### src/pkg/mmsr_pkg.sv
// constants, register map and carrier types of the multi-mode serial unit
package mmsr_pkg;
  localparam int unsigned MMSR_CLK_HZ = 100000000;
  localparam logic [7:0] MMSR_OFS_MODE = 8'he9;
  localparam logic [7:0] MMSR_OFS_IEN = 8'hea;
  localparam logic [7:0] MMSR_OFS_ROLE = 8'heb;
  localparam logic [7:0] MMSR_OFS_TWC = 8'hec;
  localparam logic [7:0] MMSR_OFS_SAR = 8'hed;
  localparam logic [7:0] MMSR_OFS_ST1 = 8'hf1;
  localparam logic [7:0] MMSR_OFS_ST2 = 8'hf2;
  localparam logic [7:0] MMSR_OFS_BD = 8'hf3;
  localparam logic [7:0] MMSR_OFS_HOLD = 8'hf4;
  localparam logic [7:0] MMSR_OFS_DATA = 8'hf5;
  localparam logic [7:0] MMSR_OFS_LOW = 8'hf6;
  localparam logic [7:0] MMSR_OFS_HIGH = 8'hf7;
  localparam logic [7:0] MMSR_RST_ZERO = 8'h00;
  localparam logic [7:0] MMSR_RST_ST1 = 8'h80;
  localparam logic [7:0] MMSR_RST_BD = 8'hff;
  localparam logic [7:0] MMSR_RST_HOLD = 8'h01;
  localparam logic [7:0] MMSR_RST_PER = 8'h3f;
  // scl periods: 4*n+2 clocks, hold: n+2 clocks
  localparam logic [9:0] MMSR_PER_ADD = 10'h002;
  localparam logic [8:0] MMSR_HOLD_ADD = 9'h002;
  localparam logic [6:0] MMSR_GCALL_ADDR = 7'h00;
  // bit positions in mode_frame_control
  localparam int MMSR_B_PAR_LO = 4;
  localparam int MMSR_B_LEN_LO = 1;
  // interrupt_enable_control
  localparam int MMSR_B_DRIE = 7;
  localparam int MMSR_B_TXCIE = 6;
  localparam int MMSR_B_RXCIE = 5;
  localparam int MMSR_B_WAKEIE = 4;
  localparam int MMSR_B_TXON = 3;
  localparam int MMSR_B_RXON = 2;
  localparam int MMSR_B_UNIT = 1;
  localparam int MMSR_B_DBL = 0;
  // role_option_control
  localparam int MMSR_B_MASTER = 7;
  localparam int MMSR_B_SSEN = 4;
  localparam int MMSR_B_SWAP = 3;
  localparam int MMSR_B_RX9 = 0;
  // status_primary
  localparam int MMSR_B_DRE = 7;
  localparam int MMSR_B_TXC = 6;
  localparam int MMSR_B_RXC = 5;
  localparam int MMSR_B_WAKE = 4;
  // two_wire_status clear mask: byte done, stop, addressed, lost, ack
  localparam logic [7:0] MMSR_ST2_CLR = 8'h79;
  localparam int MMSR_B_ADDRD = 4;
  localparam int MMSR_B_TWMASTER = 2;
  localparam int MMSR_B_IICIE = 4;

  typedef enum logic [1:0] {
    MMSR_UART, MMSR_SYNC, MMSR_I2C, MMSR_SPI
  } mmsr_proto_type;

  typedef enum logic [1:0] {
    MMSR_PAR_NONE, MMSR_PAR_RSV, MMSR_PAR_EVEN, MMSR_PAR_ODD
  } mmsr_par_type;

  typedef struct packed {
    logic [7:0] addr;
    logic [7:0] wdata;
    logic wr;
    logic rd;
  } mmsr_bus_type;

  // decoded configuration handed to the protocol engines
  typedef struct packed {
    logic unit_on;
    mmsr_proto_type protocol_select;
    mmsr_par_type parity_select;
    logic [3:0] data_bits;
    logic transmitter_on;
    logic receiver_on;
    logic double_speed_sel;
    logic clock_master_sel;
    logic slave_select_on;
    logic data_pin_swap;
    logic [6:0] own_address_field;
    logic general_call_accept;
  } mmsr_cfg_type;
endpackage : mmsr_pkg

### src/verilog/mmsr_regs.sv
// register file, i2c clock and hold timing, and event plumbing
`timescale 1ns/1ps
//
// Contract
// - data address writes transmit buffer, reads return receive buffer
// - spi master starts serial clock on a data register write
// - i2c data changes hold value plus 2 clocks after scl falls
// - i2c master holds scl high for 4 times high value plus 2
// - i2c master holds scl low for 4 times low value plus 2
// - master bit period is 4 times low plus high plus 4 clocks
// - slave matches received address against upper seven address bits
// - address bit 0 ignores or accepts the general call address
// - enables for empty, tx done, rx done gate interrupt requests; code raises these requests in uart and spi only
// - uart wake enabled: low receive line requests wake interrupt; code requests it only while in_stop_mode is set
// - transmitter and receiver enables switch their units; code switches them in uart and spi only, never in sync
// - unit enable activates the block, cleared keeps it disabled; code still decodes double speed, master, select and swap with it cleared
// - double speed bit selects uart receiver sampling rate
// - master bit makes serial clock an output, else input
// - slave select enable turns on slave select pin in spi
// - swap bit exchanges master-out and master-in pin roles
// - received ninth bit shows in a status bit
// - empty flag reads 1 when transmit buffer can take data
// - write to i2c status 2 releases scl and clears flags
module mmsr_regs
  import mmsr_pkg::*;
(
  // clock and reset
  input wire logic clk_sys,
  input wire logic rstn,
  // register port
  input wire mmsr_pkg::mmsr_bus_type bus,
  output logic [7:0] rdata,
  // engine side: transmit buffer
  output logic [7:0] tx_data,
  output logic tx_valid,
  input wire logic tx_taken,
  input wire logic tx_done,
  // engine side: receive
  input wire logic [7:0] rx_data,
  input wire logic rx_bit9,
  input wire logic rx_valid,
  // engine side: i2c events
  input wire logic [6:0] rx_addr,
  input wire logic rx_addr_valid,
  input wire logic tw_byte_done,
  input wire logic tw_stop,
  input wire logic tw_lost,
  input wire logic tw_ack,
  input wire logic tw_scl_fall,
  // pins sampled from outside
  input wire logic receive_line,
  input wire logic in_stop_mode,
  // configuration and control out
  output mmsr_pkg::mmsr_cfg_type cfg,
  output logic spi_start,
  output logic scl_hold_low,
  output logic scl_gen,
  output logic sda_update,
  output logic addr_match,
  output logic irq_req
);
  import mmsr_pkg::*;

  logic [7:0] mode_frame_control, interrupt_enable_control;
  logic [7:0] role_option_control, two_wire_control, own_slave_address;
  logic [7:0] status_primary, two_wire_status, baud_divider;
  logic [7:0] data_hold_time, clock_low_period, clock_high_period;
  logic [7:0] rx_buf;
  logic rx_bit9_q;
  logic rx_s1, rx_s2;
  logic [9:0] per_cnt;
  logic [8:0] hold_cnt;
  logic hold_run;

  wire wr_mode = bus.wr && bus.addr == MMSR_OFS_MODE;
  wire wr_ien = bus.wr && bus.addr == MMSR_OFS_IEN;
  wire wr_role = bus.wr && bus.addr == MMSR_OFS_ROLE;
  wire wr_twc = bus.wr && bus.addr == MMSR_OFS_TWC;
  wire wr_sar = bus.wr && bus.addr == MMSR_OFS_SAR;
  wire wr_st1 = bus.wr && bus.addr == MMSR_OFS_ST1;
  wire wr_st2 = bus.wr && bus.addr == MMSR_OFS_ST2;
  wire wr_bd = bus.wr && bus.addr == MMSR_OFS_BD;
  wire wr_hold = bus.wr && bus.addr == MMSR_OFS_HOLD;
  wire wr_data = bus.wr && bus.addr == MMSR_OFS_DATA;
  wire wr_low = bus.wr && bus.addr == MMSR_OFS_LOW;
  wire wr_high = bus.wr && bus.addr == MMSR_OFS_HIGH;
  wire rd_data = bus.rd && bus.addr == MMSR_OFS_DATA;

  wire mmsr_proto_type proto = mmsr_proto_type'(mode_frame_control[7:6]);
  wire [1:0] par_raw = mode_frame_control[MMSR_B_PAR_LO +: 2];
  wire mmsr_par_type par = (par_raw == 2'h1) ? MMSR_PAR_NONE :
    mmsr_par_type'(par_raw);
  // frame length, reserved codes fall back to 8 bits
  wire [2:0] len_code = mode_frame_control[MMSR_B_LEN_LO +: 3];
  wire [3:0] len_bits = (len_code == 3'h7) ? 4'h9 :
    (len_code[2] ? 4'h8 : {2'h0, len_code[1:0]} + 4'h5);
  wire unit = interrupt_enable_control[MMSR_B_UNIT];
  wire uart_spi = proto == MMSR_UART || proto == MMSR_SPI;
  wire is_i2c = unit && proto == MMSR_I2C;
  wire tw_master = two_wire_control[MMSR_B_TWMASTER];

  mmsr_cfg_type next_cfg;
  assign next_cfg.unit_on = unit;
  assign next_cfg.protocol_select = proto;
  assign next_cfg.parity_select = par;
  assign next_cfg.data_bits = len_bits;
  assign next_cfg.transmitter_on = unit && uart_spi &&
    interrupt_enable_control[MMSR_B_TXON];
  assign next_cfg.receiver_on = unit && uart_spi &&
    interrupt_enable_control[MMSR_B_RXON];
  assign next_cfg.double_speed_sel = proto == MMSR_UART &&
    interrupt_enable_control[MMSR_B_DBL];
  assign next_cfg.clock_master_sel = (proto == MMSR_SPI ||
    proto == MMSR_SYNC) && role_option_control[MMSR_B_MASTER];
  assign next_cfg.slave_select_on = proto == MMSR_SPI &&
    role_option_control[MMSR_B_SSEN];
  assign next_cfg.data_pin_swap = proto == MMSR_SPI &&
    role_option_control[MMSR_B_SWAP];
  assign next_cfg.own_address_field = own_slave_address[7:1];
  assign next_cfg.general_call_accept = own_slave_address[0];

  wire next_match = rx_addr_valid && is_i2c && !tw_master &&
    (rx_addr == own_slave_address[7:1] ||
    (own_slave_address[0] && rx_addr == MMSR_GCALL_ADDR));

  // wake only in uart and stop
  wire wake_ev = unit && proto == MMSR_UART && in_stop_mode && !rx_s2 &&
    interrupt_enable_control[MMSR_B_WAKEIE];

  wire next_irq = (uart_spi && unit && (
    (status_primary[MMSR_B_DRE] && interrupt_enable_control[MMSR_B_DRIE]) ||
    (status_primary[MMSR_B_TXC] && interrupt_enable_control[MMSR_B_TXCIE]) ||
    (status_primary[MMSR_B_RXC] &&
    interrupt_enable_control[MMSR_B_RXCIE]))) ||
    (status_primary[MMSR_B_WAKE] &&
    interrupt_enable_control[MMSR_B_WAKEIE]) ||
    (is_i2c && two_wire_control[MMSR_B_IICIE] && |two_wire_status);

  wire [9:0] next_per_len = scl_gen ?
    {clock_high_period, 2'h0} + MMSR_PER_ADD :
    {clock_low_period, 2'h0} + MMSR_PER_ADD;
  wire per_end = per_cnt >= next_per_len - 10'h001;
  wire [8:0] hold_len = {1'b0, data_hold_time} + MMSR_HOLD_ADD;

  // events set status; set wins over clear
  wire [7:0] st2_set = {1'b0, tw_byte_done, tw_stop, next_match, tw_lost,
    2'h0, tw_ack};
  wire [7:0] next_st2 = (wr_st2 ? (two_wire_status & ~MMSR_ST2_CLR) :
    two_wire_status) | st2_set;
  wire next_dre = !(tx_valid || wr_data) || tx_taken;
  wire next_txc = (status_primary[MMSR_B_TXC] && !wr_data &&
    !(wr_st1 && !bus.wdata[MMSR_B_TXC])) || tx_done;
  wire next_rxc = (status_primary[MMSR_B_RXC] && !rd_data) || rx_valid;
  wire next_wake = (status_primary[MMSR_B_WAKE] &&
    !(wr_st1 && !bus.wdata[MMSR_B_WAKE])) || wake_ev;

  wire [7:0] rd_mux =
    bus.addr == MMSR_OFS_MODE ? mode_frame_control :
    bus.addr == MMSR_OFS_IEN ? interrupt_enable_control :
    bus.addr == MMSR_OFS_ROLE ? role_option_control :
    bus.addr == MMSR_OFS_TWC ? two_wire_control :
    bus.addr == MMSR_OFS_SAR ? own_slave_address :
    bus.addr == MMSR_OFS_ST1 ? status_primary :
    bus.addr == MMSR_OFS_ST2 ? two_wire_status :
    bus.addr == MMSR_OFS_BD ? baud_divider :
    bus.addr == MMSR_OFS_HOLD ? data_hold_time :
    bus.addr == MMSR_OFS_DATA ? rx_buf :
    bus.addr == MMSR_OFS_LOW ? clock_low_period :
    bus.addr == MMSR_OFS_HIGH ? clock_high_period : MMSR_RST_ZERO;

  always_ff @(posedge clk_sys or negedge rstn)
  begin
    if (!rstn)
    begin
      mode_frame_control <= MMSR_RST_ZERO;
      interrupt_enable_control <= MMSR_RST_ZERO;
      role_option_control <= MMSR_RST_ZERO;
      two_wire_control <= MMSR_RST_ZERO;
      own_slave_address <= MMSR_RST_ZERO;
      baud_divider <= MMSR_RST_BD;
      data_hold_time <= MMSR_RST_HOLD;
      clock_low_period <= MMSR_RST_PER;
      clock_high_period <= MMSR_RST_PER;
    end
    else
    begin
      if (wr_mode) mode_frame_control <= bus.wdata;
      if (wr_ien) interrupt_enable_control <= bus.wdata;
      if (wr_role) role_option_control <= bus.wdata;
      if (wr_twc) two_wire_control <= bus.wdata;
      if (wr_sar) own_slave_address <= bus.wdata;
      // zero or one divider is software's burden
      if (wr_bd) baud_divider <= bus.wdata;
      if (wr_hold) data_hold_time <= bus.wdata;
      if (wr_low) clock_low_period <= bus.wdata;
      if (wr_high) clock_high_period <= bus.wdata;
    end
  end

  // ninth bit kept beside the receive buffer
  always_ff @(posedge clk_sys or negedge rstn)
  begin
    if (!rstn)
    begin
      status_primary <= MMSR_RST_ST1;
      two_wire_status <= MMSR_RST_ZERO;
      rx_buf <= MMSR_RST_ZERO;
      rx_bit9_q <= 1'b0;
    end
    else
    begin
      status_primary <= {next_dre, next_txc, next_rxc, next_wake,
        wr_st1 ? bus.wdata[3:0] : status_primary[3:0]};
      // a status 2 write clears the i2c flags
      two_wire_status <= next_st2;
      if (rx_valid)
      begin
        rx_buf <= rx_data;
        rx_bit9_q <= rx_bit9;
      end
    end
  end

  wire [7:0] role_rd = {role_option_control[7:1], rx_bit9_q};

  // transmit buffer written, receive buffer read
  always_ff @(posedge clk_sys or negedge rstn)
  begin
    if (!rstn)
    begin
      tx_data <= MMSR_RST_ZERO;
      tx_valid <= 1'b0;
      rdata <= MMSR_RST_ZERO;
      spi_start <= 1'b0;
    end
    else
    begin
      // a write while full overwrites the pending byte
      if (wr_data) tx_data <= bus.wdata;
      tx_valid <= (tx_valid && !tx_taken) || wr_data;
      rdata <= bus.addr == MMSR_OFS_ROLE ? role_rd : rd_mux;
      // spi master clock starts on data write
      spi_start <= wr_data && unit && proto == MMSR_SPI &&
        role_option_control[MMSR_B_MASTER];
    end
  end

  // two-flop sync of the receive line for wake detection
  always_ff @(posedge clk_sys or negedge rstn)
  begin
    if (!rstn)
    begin
      rx_s1 <= 1'b1;
      rx_s2 <= 1'b1;
    end
    else
    begin
      rx_s1 <= receive_line;
      rx_s2 <= rx_s1;
    end
  end

  // scl generator, stalls low while held
  always_ff @(posedge clk_sys or negedge rstn)
  begin
    if (!rstn)
    begin
      per_cnt <= 10'h000;
      scl_gen <= 1'b1;
    end
    else if (!(is_i2c && tw_master) || (scl_hold_low && !scl_gen))
    begin
      per_cnt <= 10'h000;
      scl_gen <= scl_gen;
    end
    else if (per_end)
    begin
      per_cnt <= 10'h000;
      scl_gen <= !scl_gen;
    end
    else
    begin
      per_cnt <= per_cnt + 10'h001;
    end
  end

  // sda update after hold time from scl fall
  always_ff @(posedge clk_sys or negedge rstn)
  begin
    if (!rstn)
    begin
      hold_cnt <= 9'h000;
      hold_run <= 1'b0;
      sda_update <= 1'b0;
    end
    else
    begin
      sda_update <= hold_run && hold_cnt == hold_len - 9'h002;
      if (tw_scl_fall && is_i2c)
      begin
        hold_cnt <= 9'h000;
        hold_run <= 1'b1;
      end
      else if (hold_run && hold_cnt == hold_len - 9'h002)
      begin
        hold_run <= 1'b0;
      end
      else if (hold_run)
      begin
        hold_cnt <= hold_cnt + 9'h001;
      end
    end
  end

  always_ff @(posedge clk_sys or negedge rstn)
  begin
    if (!rstn)
    begin
      cfg <= '0;
      scl_hold_low <= 1'b0;
      addr_match <= 1'b0;
      irq_req <= 1'b0;
    end
    else
    begin
      cfg <= next_cfg;
      // held scl released by status 2 write
      scl_hold_low <= is_i2c && ((scl_hold_low && !wr_st2) ||
        tw_byte_done || next_match);
      addr_match <= next_match;
      irq_req <= next_irq;
    end
  end
endmodule : mmsr_regs

### config.mk
export PLATFORM = sky130hd
export DESIGN_NAME = mmsr_regs
export DESIGN_NICKNAME = d
export VERILOG_FILES = /design/src/pkg/mmsr_pkg.sv /design/src/verilog/mmsr_regs.sv
export SDC_FILE = /design/constraint.sdc
export NUM_CORES = 1
export LEC_CHECK = 0
export ABC_AREA = 1
export BUFFER_PORTS_ARGS = -buffer_cell sky130_fd_sc_hd__buf_4
export CAP_MARGIN = 20
export CORE_MARGIN = 1.5
export CORE_UTILIZATION = 52
export CTS_CLUSTER_DIAMETER = 200
export DETAILED_ROUTE_END_ITERATION = 16
export PLACE_DENSITY = 0.83
export SLEW_MARGIN = 20
export SYNTH_ARGS = -nofsm -noshare
export SYNTH_HDL_FRONTEND = slang
export SYNTH_SLANG_ARGS = --single-unit
### constraint.sdc
create_clock -name clk_sys -period 2.3 [get_ports clk_sys]
set_clock_uncertainty 0.2 [all_clocks]
set_input_delay 0.345 -clock clk_sys [delete_from_list [all_inputs] [get_ports clk_sys]]
set_output_delay 0.345 -clock clk_sys [all_outputs]
set_load 0.05 [all_outputs]
==> metrics.md, run 1 <==
| Metric | Value |
|---|---|
| Worst r2r path cells | 9 |
| Setup Total Neg Slack | 0 ns |
| Tightest Pin Transition | roughly 0.81 ns |
| Pin count of the biggest net entering global routing | between 50 and 60 |
| Total power | 0.00671 W |
| DR WL/cell | 16.8 um |
| Type of origin of the critical path | register |
| Rows | 43 |
| Post-layout min period | ~2.3 ns |
| Most flops, register | cfg |
| Design Area, Final | 9420 um^2 |
| Boundary pin count | 93 |
| IR drop worst, VDD | between 500 and 600 uV |
| LEAKAGE | around 4.5 nW |
| Vias in the first global route | about 6,200 |
| Chip height | roughly 120 um |
| Die area | between 15,000 and 20,000 um^2 |
| Vias | 6,428 |
| Crit path kind | reg2reg |
| Final hold violations | 0 |
| Final setup violating endpoints | 0 |
| Initial DRC count | roughly 570 |
| Clk Tree Root Cell | clkbuf_16 |
| Reg clk slew, reported paths | roughly 0.060 ns |
| Mapped Cells | about 860 |
| Clk buf depth | 2 |
| Worst Path Max Fanout | 5 |
| CTS H-tree depth | 4 |
| Via density per instance | 5.44 |
| Num CTS Buffers | 17 |
| Routability cong. | about 0.95 |
| Worst EP arrival | 2.40 ns |
| Initial Utilization | 53.3% |
| Sequential area share after synthesis | 54.6% |
| Drt pass-1 iters | 6 |
| Antenna violations before repair | 0 |
| Final Slew Violations | 0 |
| Port-buffer cells | between 90 and 100 |
| F_max | 444 MHz |
| Final period utilization | 98.0% |
| First-pass GRT wire length | 31.3 mm |
| Crit path from | scl_gen |
| TritonCTS clock tree | yes |
| Hold WC Path Type | in2reg |
| Detailed Route WL | slightly below 20 mm |
| Placed wire-length estimate | 13.2 mm |
| Status | completed |
| Post-DRT Antenna Nets | 0 |
| Synth Cell Area | 7430 um^2 |
| Fillers | 1,068 |
| DRC | 0 |
| End of the critical path | per_cnt[5] |
| Nets@finish | 1,052 |
| RR Startpoint | scl_gen |
| All-Layer GR Usage | approximately 28% |
| Critical R2R Capture | per_cnt[5] |
| Synth-to-layout area growth | 26.7% |
| Synth unique cells | 42 |
| Worst hold margin | 0.00959 ns |
| CP endpoint kind | register |
| Max_slew headroom | between 40% and 50% |
| Ant diodes | 0 |
| Gr ovfl total | 0 |
| Syn nets | slightly above 900 |
| Worst R2R Setup Slack | roughly 0.046 ns |
| Clk sink count | 161 |
| Area after DPL | 8380 um^2 |
| Power Density | 713 nW/um^2 |
| Post-synthesis register bit count | 161 |
| Max_cap viols | 0 |
| Die W | 123 um |
| Biggest regs | cfg (23), per_cnt (10), hold_cnt (9) |
| Unrepaired setup endpoints after global routing | true |
| Share of post-route cells with drive strength above 1 | 21.0% |
| Clk Latency, worst-skew pair | 0.44 ns |
| Avg Synthesized Cell Area | a little under 9 um^2 |
| Worst endpoint required time | 2.44 ns |
| Synthesis warning total | 0 |
| Max reg flops | 23 |
| CORE AREA | about 14,000 um^2 |
==> metrics by stage <==
step / util, % / instances / setup WS, ns
floorplan: - / 855 / -0.00128
global placement: 60.1 / 1119 / 0.0991
detailed placement: 60.1 / 1119 / -0.0187
CTS: 66.9 / 1181 / 0.00509
global route: 67.6 / 1181 / -0.0883
finish: 67.6 / 1181 / 0.0457
==> area by class of cell <==
cell class / instances / area, um^2 / area share, %
tap: 180 / 225 / 2.39
clock inverter: 10 / 181 / 1.93
timing repair buffer: 135 / 1110 / 11.7
clock buffer: 22 / 474 / 5.03
inverter: 95 / 357 / 3.79
multi-input combinational: 578 / 3020 / 32.0
sequential: 161 / 4060 / 43.1
==> power by group <==
part / switching [W] / internal [W] / total [W]
combinational: 0.000356 / 0.000202 / 0.000558
sequential: 0.0000817 / 0.00296 / 0.00304
clock: 0.00111 / 0.00201 / 0.00312
total: 0.00155 / 0.00517 / 0.00671
==> per-layer routing <==
| layer | global-route usage, % | wire length, um |
|---|---|---|
| met1 | 35.2 | 8100 |
| met2 | 45.1 | 9630 |
| met3 | 6.97 | 1330 |
| met4 | 14.0 | 756 |
| met5 | 0 | 0 |
==> cells by family (layout without fill, tap and decap cells) <==
| kind of cell | after synthesis | count (layout) | share of synthesized area (%) |
|---|---|---|---|
| AO/OA/AOI/OAI | 138 | 138 | 10.0 |
| XOR/XNOR | 18 | 18 | 2.12 |
| adder cells (fa/ha/maj) | 17 | 17 | 2.86 |
| buffers and inverters | 116 | 262 | 5.96 |
| flip-flops | 161 | 161 | 54.6 |
| multiplexers | 7 | 7 | 0.943 |
| AND/OR/NAND/NOR | 398 | 398 | 23.5 |
==> cells in the final DEF, fill, tap and decap left out, types with 3 or more instances in the layout <==
| cell type | synthesis | final |
|---|---|---|
| nand2_1 | 249 | 247 |
| dfrtp_1 | 136 | 136 |
| o21ai_0 | 105 | 104 |
| buf_4 | 0 | 104 |
| inv_1 | 87 | 87 |
| nand3_1 | 44 | 43 |
| nor2_1 | 41 | 41 |
| dlygate4sd3_1 | 0 | 26 |
| dfstp_2 | 25 | 25 |
| ha_1 | 17 | 17 |
| clkbuf_16 | 0 | 17 |
| xor2_1 | 15 | 15 |
| nor3_1 | 20 | 11 |
| nor3_2 | 1 | 10 |
| a21oi_1 | 11 | 10 |
| nand4_1 | 10 | 10 |
| inv_2 | 7 | 7 |
| or2_2 | 7 | 7 |
| mux2i_1 | 7 | 6 |
| nand2_2 | 4 | 6 |
| o22ai_1 | 6 | 6 |
| bufinv_16 | 0 | 5 |
| nand3b_1 | 4 | 4 |
| or2_0 | 4 | 4 |
| o21bai_1 | 4 | 4 |
| buf_6 | 0 | 4 |
| nor2_4 | 3 | 3 |
| nor2_2 | 3 | 3 |
| xnor2_1 | 3 | 3 |
| o2111ai_1 | 4 | 3 |
| clkbuf_8 | 0 | 3 |
| clkinv_2 | 0 | 3 |
==> synth_stat cells (all sizes together) <==
| cell | instances | share of area (%) |
|---|---|---|
| clkbuf | 14 | 0.71 |
| xnor2 | 3 | 0.35 |
| o221ai | 1 | 0.12 |
| o311ai | 1 | 0.12 |
| a21o | 1 | 0.10 |
| clkinv | 1 | 0.050 |
| nand3 | 45 | 3.1 |
| dfstp | 25 | 8.8 |
| ha | 17 | 2.9 |
| a31o | 1 | 0.12 |
| o31ai | 1 | 0.10 |
| nand4 | 11 | 1.0 |
| mux2i | 7 | 0.94 |
| nor4 | 3 | 0.45 |
| o2111ai | 4 | 0.47 |
| nor3b | 2 | 0.20 |
| buf | 7 | 0.45 |
| xor2 | 15 | 1.8 |
| o21ai | 106 | 7.1 |
| nand2 | 253 | 13 |
| inv | 94 | 4.7 |
| or2 | 11 | 0.93 |
| nor2 | 47 | 2.8 |
| nand3b | 4 | 0.40 |
| dfrtp | 136 | 46 |
| o21bai | 4 | 0.40 |
| nor3 | 22 | 1.7 |
| a21oi | 11 | 0.74 |
| o22ai | 6 | 0.51 |
| o21a | 2 | 0.20 |
==> worst max-delay path: stages, from the launching register on <==
cell       delay [ns]
dfstp_2          0.55
buf_6            0.13
mux2i_2          0.21
ha_1             0.29
nand2_2          0.13
nor3_2           0.06
nand3b_1         0.12
o2111ai_4        0.16
buf_6            0.17
nor3_1           0.13
==> what timing repair did <==
action / CTS / global route
gates cloned: 1 / 0
endpoints found under the hold margin: 86 / 0
pin swaps: 0 / 6
setup buffers: 3 / 0
hold buffers: 26 / 0
setup endpoints to repair: 2 / 11
gates resized for setup: 2 / 23
==> worst min-delay path by stage <==
stage	startpoint	to	slack, ns	cells past startpoint
detailed placement	rstn	mode_frame_control[3]	0.07	1
global route	rx_valid	rx_buf[3]	0.02	3
CTS	rx_valid	rx_buf[1]	0.002	3
global placement	rstn	cfg[20]	0.07	1
floorplan	rstn	addr_match	-0.15	0
finish	rx_valid	rx_buf[3]	0.01	3
No activity file was read; power rests on OpenSTA's default activity.
==> inputs of run 2 (changes only) <==
--- a/config.mk
+++ b/config.mk
@@ -9,11 +9,10 @@
 export BUFFER_PORTS_ARGS = -buffer_cell sky130_fd_sc_hd__buf_4
 export CAP_MARGIN = 20
 export CORE_MARGIN = 1.5
-export CORE_UTILIZATION = 52
+export CORE_UTILIZATION = 58
 export CTS_CLUSTER_DIAMETER = 200
 export DETAILED_ROUTE_END_ITERATION = 16
-export PLACE_DENSITY = 0.83
-export SLEW_MARGIN = 20
+export PLACE_DENSITY = 0.87
 export SYNTH_ARGS = -nofsm -noshare
 export SYNTH_HDL_FRONTEND = slang
 export SYNTH_SLANG_ARGS = --single-unit
==> constraint.sdc (replaced) <==
create_clock -name clk_sys -period 2.5 [get_ports clk_sys]
set_clock_uncertainty 0.2 [all_clocks]
set_input_delay 0.375 -clock clk_sys [delete_from_list [all_inputs] [get_ports clk_sys]]
set_output_delay 0.375 -clock clk_sys [all_outputs]
set_load 0.05 [all_outputs]
==> run 2 against run 1 <==
Effect of this change: die area shrank 10%; fmax shrank 4.9%; flip-flop and latch count unchanged; hold slack improved by 0.0059 ns; clock power down 19%; count of clock-buffer cells in the layout fell by 1; global-route usage up 2.8 points; non-clock buffer count down 12; setup slack gained 0.083 ns; sequential share of layout area grew 1.3 points; critical path type unchanged.
==> metrics.md, run 2 (same netlist as run 1, synthesis figures left out) <==
| Metric | Value |
|---|---|
| Status | completed |
| LEAKAGE | 4.41 nW |
| Worst Path Max Fanout | 7 |
| CP endpoint kind | register |
| RR Startpoint | scl_gen |
| Final cell count without fillers | about 1,200 |
| Final Slew Violations | 0 |
| Reg clk slew, reported paths | roughly 0.06 ns |
| Worst R2R Setup Slack | 0.13 ns |
| Die W | between 100 and 150 um |
| Detailed Route WL | 19.4 mm |
| Rows | 41 |
| Type of origin of the critical path | register |
| Ant diodes | 0 |
| Critical Path, Cell by Cell | clkbuf_4 -> mux2i_1 -> ha_1 -> a21oi_1 -> o21a_1 -> o2111ai_1 -> buf_4 -> nor3b_1 |
| Max_cap viols | 0 |
| Psw | 0.00142 W |
| F_max | between 400 and 500 MHz |
| Via density per instance | ~5.5 |
| Post-layout min period | 2.37 ns |
| Crit path kind | reg2reg |
| CORE AREA | 12,600 um^2 |
| Tightest Pin Transition | about 0.8 ns |
| Critical path's largest stage delay | 0.58 ns |
| Fillers | 912 |
| Post-DRT Antenna Nets | 0 |
| Placed wire-length estimate | 13.1 mm |
| IR drop worst, VDD | 630 uV |
| Biggest regs | cfg (23), per_cnt (10), hold_cnt (9) |
| Clk pwr share | between 40% and 50% |
| TritonCTS clock tree | yes |
| Reg area | 4060 um^2 |
| Clk buf depth | 2 |
| Sw Share | about a quarter |
| Multi-input logic area | 2930 um^2 |
| Gr ovfl total | 0 |
| Num CTS Buffers | 17 |
| Pin count of the biggest net entering global routing | between 70 and 80 |
| Power Density | 636 nW/um^2 |
| Nets@finish | 1,040 |
| Clk Tree Root Cell | clkbuf_16 |
| End of the critical path | per_cnt[1] |
| Util after Layout | 72.8% |
| Initial Utilization | roughly three fifths |
| Chip height | roughly 120 um |
| Setup Total Neg Slack | 0 ns |
| DR WL/cell | 16.7 um |
| Antenna violations before repair | 0 |
| Vias | 6,374 |
| Routability cong. | 0.899 |
| HP Start | in_stop_mode |
| Max_slew headroom | between 40% and 50% |
| Most frequent cells in the layout | 249 x nand2_1, 136 x dfrtp_1, 105 x o21ai_0, 99 x buf_4, 87 x inv_1 |
| Final hold violations | 0 |
| Seq pwr share | 48.1% |
| Worst r2r path cells | 8 |
| Max reg flops | 23 |
| Port-buffer cells | between 90 and 100 |
| Boundary pin count | 93 |
| Crit path from | scl_gen |
| Vias in the first global route | around 5,900 |
| Critical R2R Capture | per_cnt[1] |
| Final period utilization | 94.8% |
| Worst endpoint required time | approximately 2.7 ns |
| Drt pass-1 iters | 5 |
| Die area | 13,500 um^2 |
| Placed Cells | 1,107 |
| Total power | 0.00582 W |
| Most flops, register | cfg |
| Synth-to-layout area growth | 23.1% |
| First-pass GRT wire length | roughly 30 mm |
| Int Power | 0.00440 W |
| Worst EP arrival | 2.52 ns |
| All-Layer GR Usage | 30.7% |
| Crit path max-delay cell type | dfstp_2 |
| CTS H-tree depth | 4 |
| Initial DRC count | between 500 and 600 |
| Clk Latency, worst-skew pair | 0.44 ns |
| Final setup violating endpoints | 0 |
| DRC | 0 |
| Most common cell after layout, fill and taps aside | nand2_1 |
| Clk sink count | 161 |
| Share of post-route cells with drive strength above 1 | 19.1% |
| Gate power share | 8.5% |
| Hold WC Path Type | in2reg |
## run 2: cell types whose count changed in the layout (fill, tap and decap cells not counted), moves of 2 or more
cell / delta
nor3_2: -9
buf_12: +2
buf_4: -5
nor3_1: +9
clkinv_2: +3
nand2_2: -2
buf_6: -3
dlygate4sd3_1: -7
nand2_1: +2
bufinv_16: -3
clkinvlp_4: +2
## run 2: power groups by stage
| stage | combinational (W) | clock, W | sequential, W |
|---|---|---|---|
| finish | 0.000493 | 0.00253 | 0.00280 |
| global route | 0.000544 | 0.00265 | 0.00281 |
| CTS | 0.000493 | 0.00255 | 0.00279 |
| detailed placement | 0.000465 | 0 | 0.00284 |
| global placement | 0.000454 | 0 | 0.00283 |
| floorplan | 0.000166 | 0 | 0.00289 |
## run 2: worst min-delay path by stage
| stage | endpoint | cells after the start | slack (ns) |
|---|---|---|---|
| final | status_primary[4] | 3 | 0.02 |
| after global routing | status_primary[4] | 3 | 0.03 |
| after CTS | rx_buf[6] | 2 | 0.008 |
| after detailed placement | rdata[5] | 1 | 0.09 |
| after global placement | cfg[21] | 1 | 0.09 |
| after floorplan | addr_match | 0 | -0.12 |
## run 2: timing repair
action / CTS / global route
resized for setup: 0 / 1
endpoints found under the setup margin: 0 / 7
hold endpoints to repair: 70 / 0
hold buffers: 19 / 0
buffers inserted: 0 / 3
## run 2: through the flow
step                      cell area [um^2]  hold slack, ns  setup slack (ns)
after floorplan                       7430          -0.121            0.0732
after global routing                  9150          0.0254           -0.0134
after CTS                             9110         0.00755             0.149
final                                 9150          0.0155             0.129
after detailed placement              8350          0.0875             0.193
after global placement                8350          0.0862             0.272
## run 2: layer usage
metal | routed length (um) | GRT usage (%) | vias up
met3 | 1340 | 7.63 | 62
met5 | 0 | 0 | -
met1 | 8120 | 40.3 | 3025
met2 | 9300 | 49.2 | 280
met4 | 670 | 12.8 | 0
li1 | - | - | 3007
## run 2: worst max-delay path: cells and delay by family (launching register included)
kind	cells	cell delay, ns
AOI/OAI and AO/OA	3	0.48
adders and majority gates	1	0.26
buffers and inverters	2	0.40
DFF	1	0.58
muxes	1	0.20
and+or+nand+nor	1	0.17
## run 2: final cells by class
type / count / share of cell area, %
sequential: 161 / 44.4
clock buffer: 21 / 5.03
inverter: 95 / 3.90
timing repair buffer: 123 / 11.1
clock inverter: 11 / 1.23
tap: 172 / 2.35
multi-input combinational: 578 / 32.0
